===== src/design/clock_tree_map.vh =====
// Address map, field positions, reset values and timing counts
// of the clock tree; included by the clock tree modules only.
`ifndef CLOCK_TREE_MAP_VH
`define CLOCK_TREE_MAP_VH

// Register byte addresses (APB, one aligned word each)
`define ADDR_PLL_CTRL      12'h000
`define ADDR_POSTCALER     12'h004
`define ADDR_DOMAIN_STOP   12'h008
`define ADDR_CLOCK_STATUS  12'h00c

// PLL control fields
`define PLL_EN_BIT         0
`define PLL_REF_SEL_BIT    1
`define PLL_PRE_DIV2_BIT   2
`define PLL_FREQ_LSB       4
`define PLL_FREQ_MSB       7
`define PLL_CTRL_RESET     8'h00

// Postcaler fields and ratio codes
`define POST_USB_LSB       0
`define POST_USB_MSB       1
`define POST_TMR_LSB       2
`define POST_TMR_MSB       3
`define POST_RESET         4'h0
`define RATIO_DIV1         2'h0
`define RATIO_DIV1P5       2'h1
`define RATIO_DIV2         2'h2

// Software domain stop fields
`define STOP_PERIPH_BIT    0
`define STOP_CONV_BIT      1
`define STOP_USB_BIT       2
`define STOP_TMR_BIT       3
`define STOP_RESET         4'h0

// Sleep mode codes from power management
`define SLEEP_IDLE         2'h0
`define SLEEP_NOISE_RED    2'h1
`define SLEEP_POWER_DOWN   2'h2
`define SLEEP_POWER_SAVE   2'h3

// PLL frequencies and steps, the clk_in rate in MHz and the PLL lock count
`define PLL_BASE_MHZ       8'd32
`define PLL_STEP_SHIFT     3
`define PLL_MAX_SEL        4'h8
`define USB_TARGET_MHZ     8'd48
`define CLK_RATE_MHZ       9'd250
`define PLL_LOCK_TICKS     8'd64

`endif


===== src/design/clock_tree_pll_distribution.v =====
// Clock distribution and PLL clock path, APB controlled.
// Clocks are one-cycle tick enables in the clk_in domain; the
// source ticks arrive synchronous to clk_in.
//
// The APB register port and the register addresses are this design's own decisions.
`timescale 1ns/10ps
`default_nettype none
`include "clock_tree_map.vh"

module clock_tree_pll_distribution #(
   parameter       IRQ_COUNT  = 4,
   parameter [7:0] LOCK_TICKS = `PLL_LOCK_TICKS
) (
   // Clock, reset, enable
   input  wire                 clk_in,
   input  wire                 rstn_in,
   input  wire                 ce_in,
   // APB slave
   input  wire                 psel_in,
   input  wire                 penable_in,
   input  wire                 pwrite_in,
   input  wire [11:0]          paddr_in,
   input  wire [31:0]          pwdata_in,
   input  wire [3:0]           pstrb_in,
   output reg  [31:0]          prdata_out,
   output wire                 pready_out,
   output reg                  pslverr_out,
   // Clock sources as ticks
   input  wire                 system_clock_tick_in,
   input  wire                 rc_osc_tick_in,
   // Power management
   input  wire                 sleep_enable_in,
   input  wire [1:0]           sleep_mode_in,
   // Asynchronous interrupt inputs
   input  wire [IRQ_COUNT-1:0] async_irq_in,
   input  wire [IRQ_COUNT-1:0] async_irq_enable_in,
   output wire                 async_wake_out,
   // Domain clocks
   output reg                  core_domain_clock_out,
   output reg                  program_memory_clock_out,
   output reg                  peripheral_domain_clock_out,
   output reg                  converter_domain_clock_out,
   output reg                  two_wire_serial_interface_clock_out,
   // PLL path clocks and lock
   output reg                  pll_reference_prescaled_clock_out,
   output reg                  pll_output_clock_out,
   output reg                  usb_domain_clock_out,
   output reg                  fast_timer_clock_out,
   output reg                  pll_lock_out
);

   // ==========================================================
   // APB register file
   // ==========================================================
   reg  [7:0] pll_ctrl;
   reg  [3:0] postcaler;
   reg  [3:0] domain_stop;
   wire       bus_write = psel_in & penable_in & pwrite_in;
   wire       bus_setup = psel_in & ~penable_in;
   wire [7:0] status_byte;

   assign pready_out = 1'b1;

   always @(posedge clk_in or negedge rstn_in) begin
      if (!rstn_in) begin
         pll_ctrl    <= `PLL_CTRL_RESET;
         postcaler   <= `POST_RESET;
         domain_stop <= `STOP_RESET;
      end else if (ce_in && bus_write && pstrb_in[0]) begin
         if (paddr_in == `ADDR_PLL_CTRL) begin
            pll_ctrl <= pwdata_in[7:0];
         end else if (paddr_in == `ADDR_POSTCALER) begin
            postcaler <= pwdata_in[3:0];
         end else if (paddr_in == `ADDR_DOMAIN_STOP) begin
            domain_stop <= pwdata_in[3:0];
         end
      end
   end

   // Read data and error are prepared in the setup cycle
   always @(posedge clk_in or negedge rstn_in) begin
      if (!rstn_in) begin
         prdata_out  <= 32'h0000_0000;
         pslverr_out <= 1'b0;
      end else if (ce_in && bus_setup) begin
         pslverr_out <= 1'b0;
         if (paddr_in == `ADDR_PLL_CTRL) begin
            prdata_out <= {24'h00_0000, pll_ctrl};
         end else if (paddr_in == `ADDR_POSTCALER) begin
            prdata_out <= {28'h000_0000, postcaler};
         end else if (paddr_in == `ADDR_DOMAIN_STOP) begin
            prdata_out <= {28'h000_0000, domain_stop};
         end else if (paddr_in == `ADDR_CLOCK_STATUS) begin
            prdata_out <= {24'h00_0000, status_byte};
         end else begin
            prdata_out  <= 32'h0000_0000;
            pslverr_out <= 1'b1;
         end
      end
   end

   wire       pll_enable = pll_ctrl[`PLL_EN_BIT];
   wire       ref_select = pll_ctrl[`PLL_REF_SEL_BIT];
   wire       pre_div2   = pll_ctrl[`PLL_PRE_DIV2_BIT];
   wire [3:0] freq_sel   = pll_ctrl[`PLL_FREQ_MSB:`PLL_FREQ_LSB];
   wire [1:0] usb_ratio  = postcaler[`POST_USB_MSB:`POST_USB_LSB];
   wire [1:0] tmr_ratio  = postcaler[`POST_TMR_MSB:`POST_TMR_LSB];

   // ==========================================================
   // Prescaler and PLL input multiplexer
   // ==========================================================
   reg  pre_phase;
   reg  ref_active;
   wire pre_tick = system_clock_tick_in &
                   (~pre_div2 | pre_phase);
   // Switch only when neither source ticks, so no pulse merges
   wire ref_quiet = ~pre_tick & ~rc_osc_tick_in;
   wire ref_tick  = ref_active ? rc_osc_tick_in : pre_tick;

   always @(posedge clk_in or negedge rstn_in) begin
      if (!rstn_in) begin
         pre_phase  <= 1'b0;
         ref_active <= 1'b0;
         pll_reference_prescaled_clock_out <= 1'b0;
      end else if (ce_in) begin
         if (!pre_div2) begin
            pre_phase <= 1'b0;
         end else if (system_clock_tick_in) begin
            pre_phase <= ~pre_phase;
         end
         if (ref_quiet) begin
            ref_active <= ref_select;
         end
         pll_reference_prescaled_clock_out <= pre_tick;
      end
   end

   // ==========================================================
   // PLL model: lock on reference ticks, then run
   // ==========================================================
   reg  [7:0] lock_cnt;
   reg  [3:0] freq_held;
   reg        ref_held;
   wire [3:0] freq_clip = (freq_sel > `PLL_MAX_SEL) ?
                          `PLL_MAX_SEL : freq_sel;
   wire [7:0] pll_mhz   = `PLL_BASE_MHZ +
                          {1'b0, freq_clip, 3'b000};
   wire       relock    = ~pll_enable | (freq_clip != freq_held) |
                          (ref_active != ref_held);
   wire       pll_tick;

   always @(posedge clk_in or negedge rstn_in) begin
      if (!rstn_in) begin
         lock_cnt     <= 8'h00;
         freq_held    <= 4'h0;
         ref_held     <= 1'b0;
         pll_lock_out <= 1'b0;
      end else if (ce_in) begin
         freq_held <= freq_clip;
         ref_held  <= ref_active;
         if (relock) begin
            lock_cnt     <= 8'h00;
            pll_lock_out <= 1'b0;
         end else if (ref_tick && !pll_lock_out) begin
            if (lock_cnt == LOCK_TICKS - 8'h01) begin
               pll_lock_out <= 1'b1;
            end else begin
               lock_cnt <= lock_cnt + 8'h01;
            end
         end
      end
   end

   tick_rate_generator #(
      .MODULUS (`CLK_RATE_MHZ)
   ) u_pll (
      .clk_in   (clk_in),
      .rstn_in  (rstn_in),
      .ce_in    (ce_in),
      .run_in   (pll_lock_out & ~relock),
      .inc_in   (pll_mhz),
      .tick_out (pll_tick)
   );

   // ==========================================================
   // Postcaler: USB and fast timer clocks
   // ==========================================================
   wire usb_tick;
   wire tmr_tick;

   tick_postcaler u_post_usb (
      .clk_in   (clk_in),
      .rstn_in  (rstn_in),
      .ce_in    (ce_in),
      .ratio_in (usb_ratio),
      .tick_in  (pll_tick),
      .tick_out (usb_tick)
   );

   tick_postcaler u_post_tmr (
      .clk_in   (clk_in),
      .rstn_in  (rstn_in),
      .ce_in    (ce_in),
      .ratio_in (tmr_ratio),
      .tick_in  (pll_tick),
      .tick_out (tmr_tick)
   );

   // USB sees 48 MHz from 48/1 or 96/2
   wire usb_rate_ok =
      ((pll_mhz == `USB_TARGET_MHZ) && (usb_ratio == `RATIO_DIV1)) ||
      ((pll_mhz == {`USB_TARGET_MHZ, 1'b0}) &&
       (usb_ratio >= `RATIO_DIV2));

   // ==========================================================
   // Sleep mode gating of the domains
   // ==========================================================
   reg core_run;
   reg periph_run;
   reg conv_run;
   reg usb_run;
   reg tmr_run;
   reg next_core_run;
   reg next_periph_run;
   reg next_conv_run;
   reg next_pll_run;

   always @* begin
      next_core_run   = 1'b1;
      next_periph_run = 1'b1;
      next_conv_run   = 1'b1;
      next_pll_run    = 1'b1;
      if (sleep_enable_in) begin
         next_core_run = 1'b0;
         case (sleep_mode_in)
            `SLEEP_IDLE: begin
               next_core_run = 1'b0;
            end
            `SLEEP_NOISE_RED: begin
               next_periph_run = 1'b0;
            end
            default: begin
               next_periph_run = 1'b0;
               next_conv_run   = 1'b0;
               next_pll_run    = 1'b0;
            end
         endcase
      end
   end

   // Gates are flops and the clocks are single-cycle ticks,
   // so a start or stop never cuts a pulse short
   always @(posedge clk_in or negedge rstn_in) begin
      if (!rstn_in) begin
         core_run   <= 1'b1;
         periph_run <= 1'b1;
         conv_run   <= 1'b1;
         usb_run    <= 1'b0;
         tmr_run    <= 1'b0;
      end else if (ce_in) begin
         core_run   <= next_core_run;
         periph_run <= next_periph_run &
                       ~domain_stop[`STOP_PERIPH_BIT];
         conv_run   <= next_conv_run &
                       ~domain_stop[`STOP_CONV_BIT];
         usb_run    <= next_pll_run & ~domain_stop[`STOP_USB_BIT];
         tmr_run    <= next_pll_run & ~domain_stop[`STOP_TMR_BIT];
      end
   end

   always @(posedge clk_in or negedge rstn_in) begin
      if (!rstn_in) begin
         core_domain_clock_out               <= 1'b0;
         program_memory_clock_out            <= 1'b0;
         peripheral_domain_clock_out         <= 1'b0;
         converter_domain_clock_out          <= 1'b0;
         two_wire_serial_interface_clock_out <= 1'b0;
         pll_output_clock_out                <= 1'b0;
         usb_domain_clock_out                <= 1'b0;
         fast_timer_clock_out                <= 1'b0;
      end else if (ce_in) begin
         core_domain_clock_out <= system_clock_tick_in &
                                  core_run;
         program_memory_clock_out <= system_clock_tick_in &
                                     core_run;
         peripheral_domain_clock_out <= system_clock_tick_in &
                                        periph_run;
         converter_domain_clock_out <= system_clock_tick_in &
                                       conv_run;
         two_wire_serial_interface_clock_out <=
            system_clock_tick_in;
         pll_output_clock_out <= pll_tick;
         usb_domain_clock_out <= usb_tick & usb_run;
         fast_timer_clock_out <= tmr_tick & tmr_run;
      end
   end

   // ==========================================================
   // Asynchronous interrupt wake path, free of any gate
   // ==========================================================
   assign async_wake_out =
      |(async_irq_in & async_irq_enable_in);

   // ==========================================================
   // Status
   // ==========================================================
   assign status_byte = {usb_rate_ok, tmr_run, usb_run, conv_run,
                         periph_run, core_run, ref_active,
                         pll_lock_out};

endmodule // clock_tree_pll_distribution
`default_nettype wire


===== src/design/tick_rate_generator.v =====
// Fractional rate generator: one tick per clk when the accumulated
// rate crosses the clock rate. Assumes inc is below the modulus.
`timescale 1ns/10ps
`default_nettype none
`include "clock_tree_map.vh"

module tick_rate_generator #(
   parameter [8:0] MODULUS = `CLK_RATE_MHZ
) (
   // Clock, reset, enable
   input  wire       clk_in,
   input  wire       rstn_in,
   input  wire       ce_in,
   // Control
   input  wire       run_in,
   input  wire [7:0] inc_in,
   // Output tick
   output reg        tick_out
);

   reg  [7:0] acc;
   wire [8:0] sum = {1'b0, acc} + {1'b0, inc_in};

   always @(posedge clk_in or negedge rstn_in) begin
      if (!rstn_in) begin
         acc      <= 8'h00;
         tick_out <= 1'b0;
      end else if (ce_in) begin
         if (!run_in) begin
            acc      <= 8'h00;
            tick_out <= 1'b0;
         end else if (sum >= MODULUS) begin
            acc      <= sum[7:0] - MODULUS[7:0];
            tick_out <= 1'b1;
         end else begin
            acc      <= sum[7:0];
            tick_out <= 1'b0;
         end
      end
   end

endmodule // tick_rate_generator
`default_nettype wire


===== src/design/tick_postcaler.v =====
// Postcaler on a tick stream: divide by 1, 1.5 or 2.
// A new ratio is taken only at a period boundary.
`timescale 1ns/10ps
`default_nettype none
`include "clock_tree_map.vh"

module tick_postcaler (
   // Clock, reset, enable
   input  wire       clk_in,
   input  wire       rstn_in,
   input  wire       ce_in,
   // Ratio and ticks
   input  wire [1:0] ratio_in,
   input  wire       tick_in,
   output wire       tick_out
);

   reg  [1:0] ratio;
   reg  [1:0] cnt;
   wire [1:0] last = (ratio == `RATIO_DIV1)   ? 2'h0 :
                     (ratio == `RATIO_DIV1P5) ? 2'h2 : 2'h1;
   wire       pass = (ratio == `RATIO_DIV1)   ? 1'b1 :
                     (ratio == `RATIO_DIV1P5) ? (cnt != 2'h2) :
                     (cnt == 2'h1);

   assign tick_out = tick_in & pass;

   always @(posedge clk_in or negedge rstn_in) begin
      if (!rstn_in) begin
         ratio <= `RATIO_DIV1;
         cnt   <= 2'h0;
      end else if (ce_in && tick_in) begin
         if (cnt == last) begin
            cnt   <= 2'h0;
            ratio <= ratio_in;
         end else begin
            cnt <= cnt + 2'h1;
         end
      end
   end

endmodule // tick_postcaler
`default_nettype wire


===== config.mk =====
export PLATFORM = sky130hd
export DESIGN_NAME = clock_tree_pll_distribution
export DESIGN_NICKNAME = d
export VERILOG_FILES = /design/src/design/clock_tree_pll_distribution.v /design/src/design/tick_rate_generator.v /design/src/design/tick_postcaler.v
export VERILOG_INCLUDE_DIRS = /design/src /design/src/design
export SDC_FILE = /design/constraint.sdc
export NUM_CORES = 1
export LEC_CHECK = 0
export CAP_MARGIN = 0
export CORE_UTILIZATION = 61
export CTS_CLUSTER_SIZE = 25
export DETAILED_ROUTE_END_ITERATION = 10
export DONT_BUFFER_PORTS = 1
export GPL_ROUTABILITY_DRIVEN = 1
export PLACE_DENSITY = 0.77
export SLEW_MARGIN = 20
export SYNTH_ARGS = -nofsm -noshare
export SYNTH_HDL_FRONTEND = slang
export SYNTH_SLANG_ARGS = --single-unit
export TNS_END_PERCENT = 1

===== constraint.sdc =====
create_clock -name clk_in -period 6.25 [get_ports clk_in]
set_clock_uncertainty 0.05 [all_clocks]
set_input_delay 1.25 -clock clk_in [delete_from_list [all_inputs] [get_ports clk_in]]
set_output_delay 1.25 -clock clk_in [all_outputs]
set_load 0.02 [all_outputs]

# Yosys cells after proc, flatten, opt, wreduce, memory -nomap -nowiden
# Index checks and enable logic that the tools add are counted.
[totals]
ff_bits = 95
input_bits = 67
output_inout_bits = 45
elab_cells = 156
[classes]
addsub = 6
order_cmp = 3
n_eq_ne = 19
n_mux = 37
bitwise = 34
reduce_logical = 27
[op_table]
columns = ["cell", "n"]
rows = [
  ["$mux W8", 9],
  ["$eq A12 B4 Y1 const B", 2],
  ["$mux W1", 21],
  ["$and A1 B1 Y1", 17],
  ["$eq A8 B6 Y1 const B", 2],
  ["$not A1 Y1", 13],
  ["$eq A12 B3 Y1 const B", 1],
  ["$logic_not A12 Y1", 1],
  ["$mux W2", 6],
  ["$eq A2 B1 Y1 const B", 5],
  ["$reduce_and A2 Y1", 5],
  ["$add A8 B8 Y9", 1],
  ["$ge A9 B8 Y1 const B", 1],
  ["$reduce_and A3 Y1", 3],
  ["$add A6 B7 Y8 const A", 1],
  ["$add A8 B1 Y8 const B", 1],
  ["$eq A8 B7 Y1 const B", 1],
  ["$logic_not A2 Y1", 4],
  ["$ne A2 B2 Y1 const B", 4],
  ["$sub A8 B8 Y8 const B", 1],
  ["$logic_and A1 B1 Y1", 7],
  ["$add A2 B1 Y2 const B", 2],
  ["$and A4 B4 Y4", 1],
  ["$eq A2 B2 Y1", 2],
  ["12 further kinds", 15],
]

# Depth between registers and ports, before layout
[depth]
ltp_word = 10
ltp_mapped = 10
mapped_depth_nobuf = 9

# Modules after synthesis
# A second synthesis with hierarchy kept.
[hier_totals]
cells_unflattened = 459
hier_area_um2 = 4544.4
[by_module_without_submodules]
columns = ["module", "n_inst", "cells_per_inst", "area_per_inst_um2", "seq_area_each_um2"]
rows = [
  ["clock_tree_pll_distribution", 1, 284, 2954.1, 1355.0],
  ["tick_rate_generator", 1, 105, 952.2, 225.2],
  ["tick_postcaler", 2, 35, 319.1, 100.1],
]

# Least setup slack after synthesis
# Ideal clock, no wire load.
[synth_timing]
kind = "input-to-reg"
startpoint = "input port paddr_in[5]"
endpoint = "register pll_ctrl[1]"
setup_time_ps = 125
arrival_time_ps = 2836
required_ps = 6075
setup_slack_ps = 3239
cell_stages = 5
n_path_buf = 0
path_cell_list = "nor4_4 -> nand3_2 -> or3_4 -> nor3_4 -> mux2_2"
[synth_between]
elab_chain_len = 2
[synth_lines]
columns = ["item", "line", "text"]
rows = [
  ["start, declared", "clock_tree_pll_distribution.v:22", "input wire [11:0] paddr_in,"],
  ["$logic_not A12 Y1 (no source line)", "--", ""],
  ["$reduce_and A2 Y1 (no source line)", "--", ""],
  ["end signal, assigned", "clock_tree_pll_distribution.v:66", "pll_ctrl <= `PLL_CTRL_RESET;"],
  ["end signal, assigned", "clock_tree_pll_distribution.v:71", "pll_ctrl <= pwdata_in[7:0];"],
  ["end, declared", "clock_tree_pll_distribution.v:55", "reg [7:0] pll_ctrl;"],
]
# No other way between the ends.
# A chain may end at the register's enable or synchronous reset.

# Worst setup path in the final report
[layout_timing]
startpoint = "input port paddr_in[5]"
endpoint = "register pll_ctrl[5]"
# Same word-level chain as after synthesis.

==> results.sh <==
export IMPL_outcome="finished clean"
export IMPL_r2r_end="u_pll.acc[5]"
export IMPL_vias=2954
export IMPL_routabilityCongestion=0.860
export IMPL_yosysSeqAreaShare_pct=43.4
export IMPL_n_antenna_cell=0
export IMPL_area_growth_pct=2.94
export IMPL_max_freq_mhz=336
export IMPL_period_needed_ns=2.98
export IMPL_hold_viol=0
export IMPL_wl_met2_um=4330
export IMPL_antenna_left=0
export IMPL_netlist_top_cells_area="dfrtp_1, mux2_2, buf_4, ha_1, o21ai_0"
export IMPL_relSlewSlack_pct=46.4
export IMPL_met3_length_um=432
export IMPL_yosysWarnings=0
export IMPL_pin_count=112
export IMPL_port_buffers=0
export IMPL_synth_common_cells="dfrtp_1, nand2_1, buf_4, o21ai_0, mux2_2"
export IMPL_overflow=0
export IMPL_drt_pass1_iterations=4
export IMPL_post_cts_buffers=0
export IMPL_wl_met1_um=3500
export IMPL_synth_main_ff_cell="dfrtp_1"
export IMPL_first_iter_violations=199
export IMPL_critPathArrivalTime_ns=3.15
export IMPL_cp_endpoint="pll_ctrl[5]"
export IMPL_p_leak_nw=1.87
export IMPL_cts_tree="built"
export IMPL_dp_hpwl_um=5950
export IMPL_power_density_nw_per_um2=212
export IMPL_yosysMostFrequentCell="dfrtp_1"
export IMPL_worst_slew_pin_slew_ns=0.801
export IMPL_groute_usage_overall_pct=25.6
export IMPL_cp_end_kind="flip-flop"
export IMPL_syn_cell_area_um2=4040
export IMPL_clock_latency_ns=0.35
export IMPL_wire_per_inst_um=17.8
export IMPL_cts_hold_buf=0
export IMPL_synth_edf_count=0
export IMPL_grt_pass1_wl_um=14100
export IMPL_nets=467
export IMPL_ys_ff_latch=70
export IMPL_tns_ns=0
export IMPL_clock_sinks=70
export IMPL_drt_total_wl_um=8350
export IMPL_core_um2=6390
export IMPL_setup_viol=0
export IMPL_die_area_um2=6950
export IMPL_syn_inst=399
export IMPL_rsz0062_at_grt="no"
export IMPL_placed_area_um2=3960
export IMPL_n_fill_cell=481
export IMPL_drive_gt1_share_pct=14.8
export IMPL_max_cap_violations=0
export IMPL_critPathMaxFanout=8
export IMPL_grt_max_degree=71
export IMPL_period_share_pct=47.6
export IMPL_critPathLaunchType="input pin"
export IMPL_reg2reg_depth=8
export IMPL_hold_class="reg2reg"
export IMPL_clk_pin_slew_ns=0.08
export IMPL_grt_pass1_vias=2941
export IMPL_start_util_pct=63.3
export IMPL_crit_type="in2reg"
export IMPL_rows=29
export IMPL_synth_top_area_share_pct=41.5
export IMPL_async_flop_share_pct=100
export IMPL_clockBufferDepth=2
export IMPL_final_cell_area_um2=4160
export IMPL_worstPathRequired_ns=6.42
export IMPL_synth_distinct_cells=57
export IMPL_holdCritStartpoint="lock_cnt[7]"
export IMPL_routed_top_layer="met4"
export IMPL_reg2reg_from="pll_ctrl[7]"
export IMPL_clockRootBuffer="clkbuf_8"
export IMPL_cts_resized=0
export IMPL_drc=0
export IMPL_ir_drop_mv=0.132
export IMPL_die_height_um=83.4
export IMPL_syn_area_per_cell_um2=10.1
export IMPL_htree_levels=3
export IMPL_die_x_um=83.4
export IMPL_slew_viol_final=0
export IMPL_yosysTopAreaCell="dfrtp_1"
export IMPL_viasPerCell=6.29
export IMPL_antenna_found_initial=0
export IMPL_cts_buffers_inserted=9
export IMPL_critPathLaunch="paddr_in[5]"
export IMPL_r2r_slack_ns=3.39
-- worst max-delay path, stage by stage --
cell and delay, ns:
nor4_4 0.41, nand3_2 0.23, or3_4 0.46, nor3_4 0.40, mux2_2 0.39
-- where the power goes --
group,total [mW],switching [mW],internal (mW)
Sequential,0.473,0.0121,0.461
Clock,0.366,0.180,0.185
Combinational,0.0437,0.0300,0.0138
-- cells in the final DEF (no fill, tap or decap), types with 2 or more instances in the layout --
cell type / n
o21ai_0: 26
o41ai_1: 2
a21oi_1: 23
a32oi_1: 4
and3_1: 4
a21o_1: 4
xnor2_1: 4
inv_1: 14
nor2b_1: 5
nor2_1: 22
mux4_2: 4
conb_1: 26
o2bb2ai_1: 7
ha_1: 11
or2_2: 3
mux2_1: 2
xor2_1: 5
nand2_1: 30
dfrtp_1: 67
mux2_2: 24
a22oi_1: 6
mux2i_1: 3
o31ai_1: 10
clkinv_2: 2
nand4_1: 8
a211oi_1: 2
nand3_1: 16
o32ai_1: 2
a22o_1: 5
clkbuf_8: 9
a41oi_1: 4
a221oi_1: 3
nor4_4: 2
o21bai_1: 2
a21boi_0: 2
dfstp_2: 3
clkinv_4: 2
-- metal layers --
| layer | GRT usage (%) | vias up |
|---|---|---|
| met5 | 0 | - |
| met4 | 7.99 | 0 |
| met3 | 6.56 | 9 |
| met2 | 42.9 | 94 |
| met1 | 32.6 | 1457 |
| li1 | - | 1394 |
-- cell families (layout without fill, tap and decap cells) --
group / after synthesis / after routing / share of synthesized area, %
AOI/OAI and AO/OA: 109 / 109 / 18.2
adders and majority gates: 12 / 12 / 3.90
other: 2 / 26 / 0.186
and+or+nand+nor: 103 / 103 / 14.0
xor gates and xnor gates: 9 / 9 / 1.95
muxes: 33 / 33 / 10.2
DFF: 70 / 70 / 43.5
buffers and inverters: 61 / 31 / 8.08
-- how the worst min path moves through the flow --
stage / end / cells past startpoint
6_report: lock_cnt[7] / 1
5_1_grt: lock_cnt[7] / 1
4_1_cts: lock_cnt[7] / 1
3_5_place_dp: lock_cnt[7] / 1
3_3_place_gp: lock_cnt[7] / 1
2_1_floorplan: lock_cnt[7] / 1
-- metrics by stage --
step	total power, mW	cells	worst slack (ns)	utilization (%)	hold WS [ns]
finish	0.883	470	3.27	65.1	0.459
global route	0.911	470	3.12	65.1	0.487
CTS	0.886	470	3.29	65.0	0.462
detailed placement	0.525	454	2.92	62.0	0.446
global placement	0.524	454	2.96	62.0	0.422
floorplan	0.536	423	3.24	-	0.396
-- flip-flops by register name (all words and copies together), names as in the netlist, 2 cells and up --
register and flops:
domain_stop 4, freq_held 4, lock_cnt 8, pll_ctrl 8, postcaler 4, prdata_out 8, u_pll.acc 7, u_post_tmr.cnt 2
u_post_tmr.ratio 2, u_post_usb.cnt 2, u_post_usb.ratio 2
-- cell type report --
type / instances / area (um2) / share of cell area [%]
inverters: 15 / 56.3 / 1.35
well taps: 77 / 96.3 / 2.32
clock buffers: 9 / 124 / 2.98
clock inverters: 7 / 73.8 / 1.77
multi-input cells: 292 / 2050 / 49.4
flip-flops and latches: 70 / 1760 / 42.2
No activity file was read; power rests on OpenSTA's default activity.
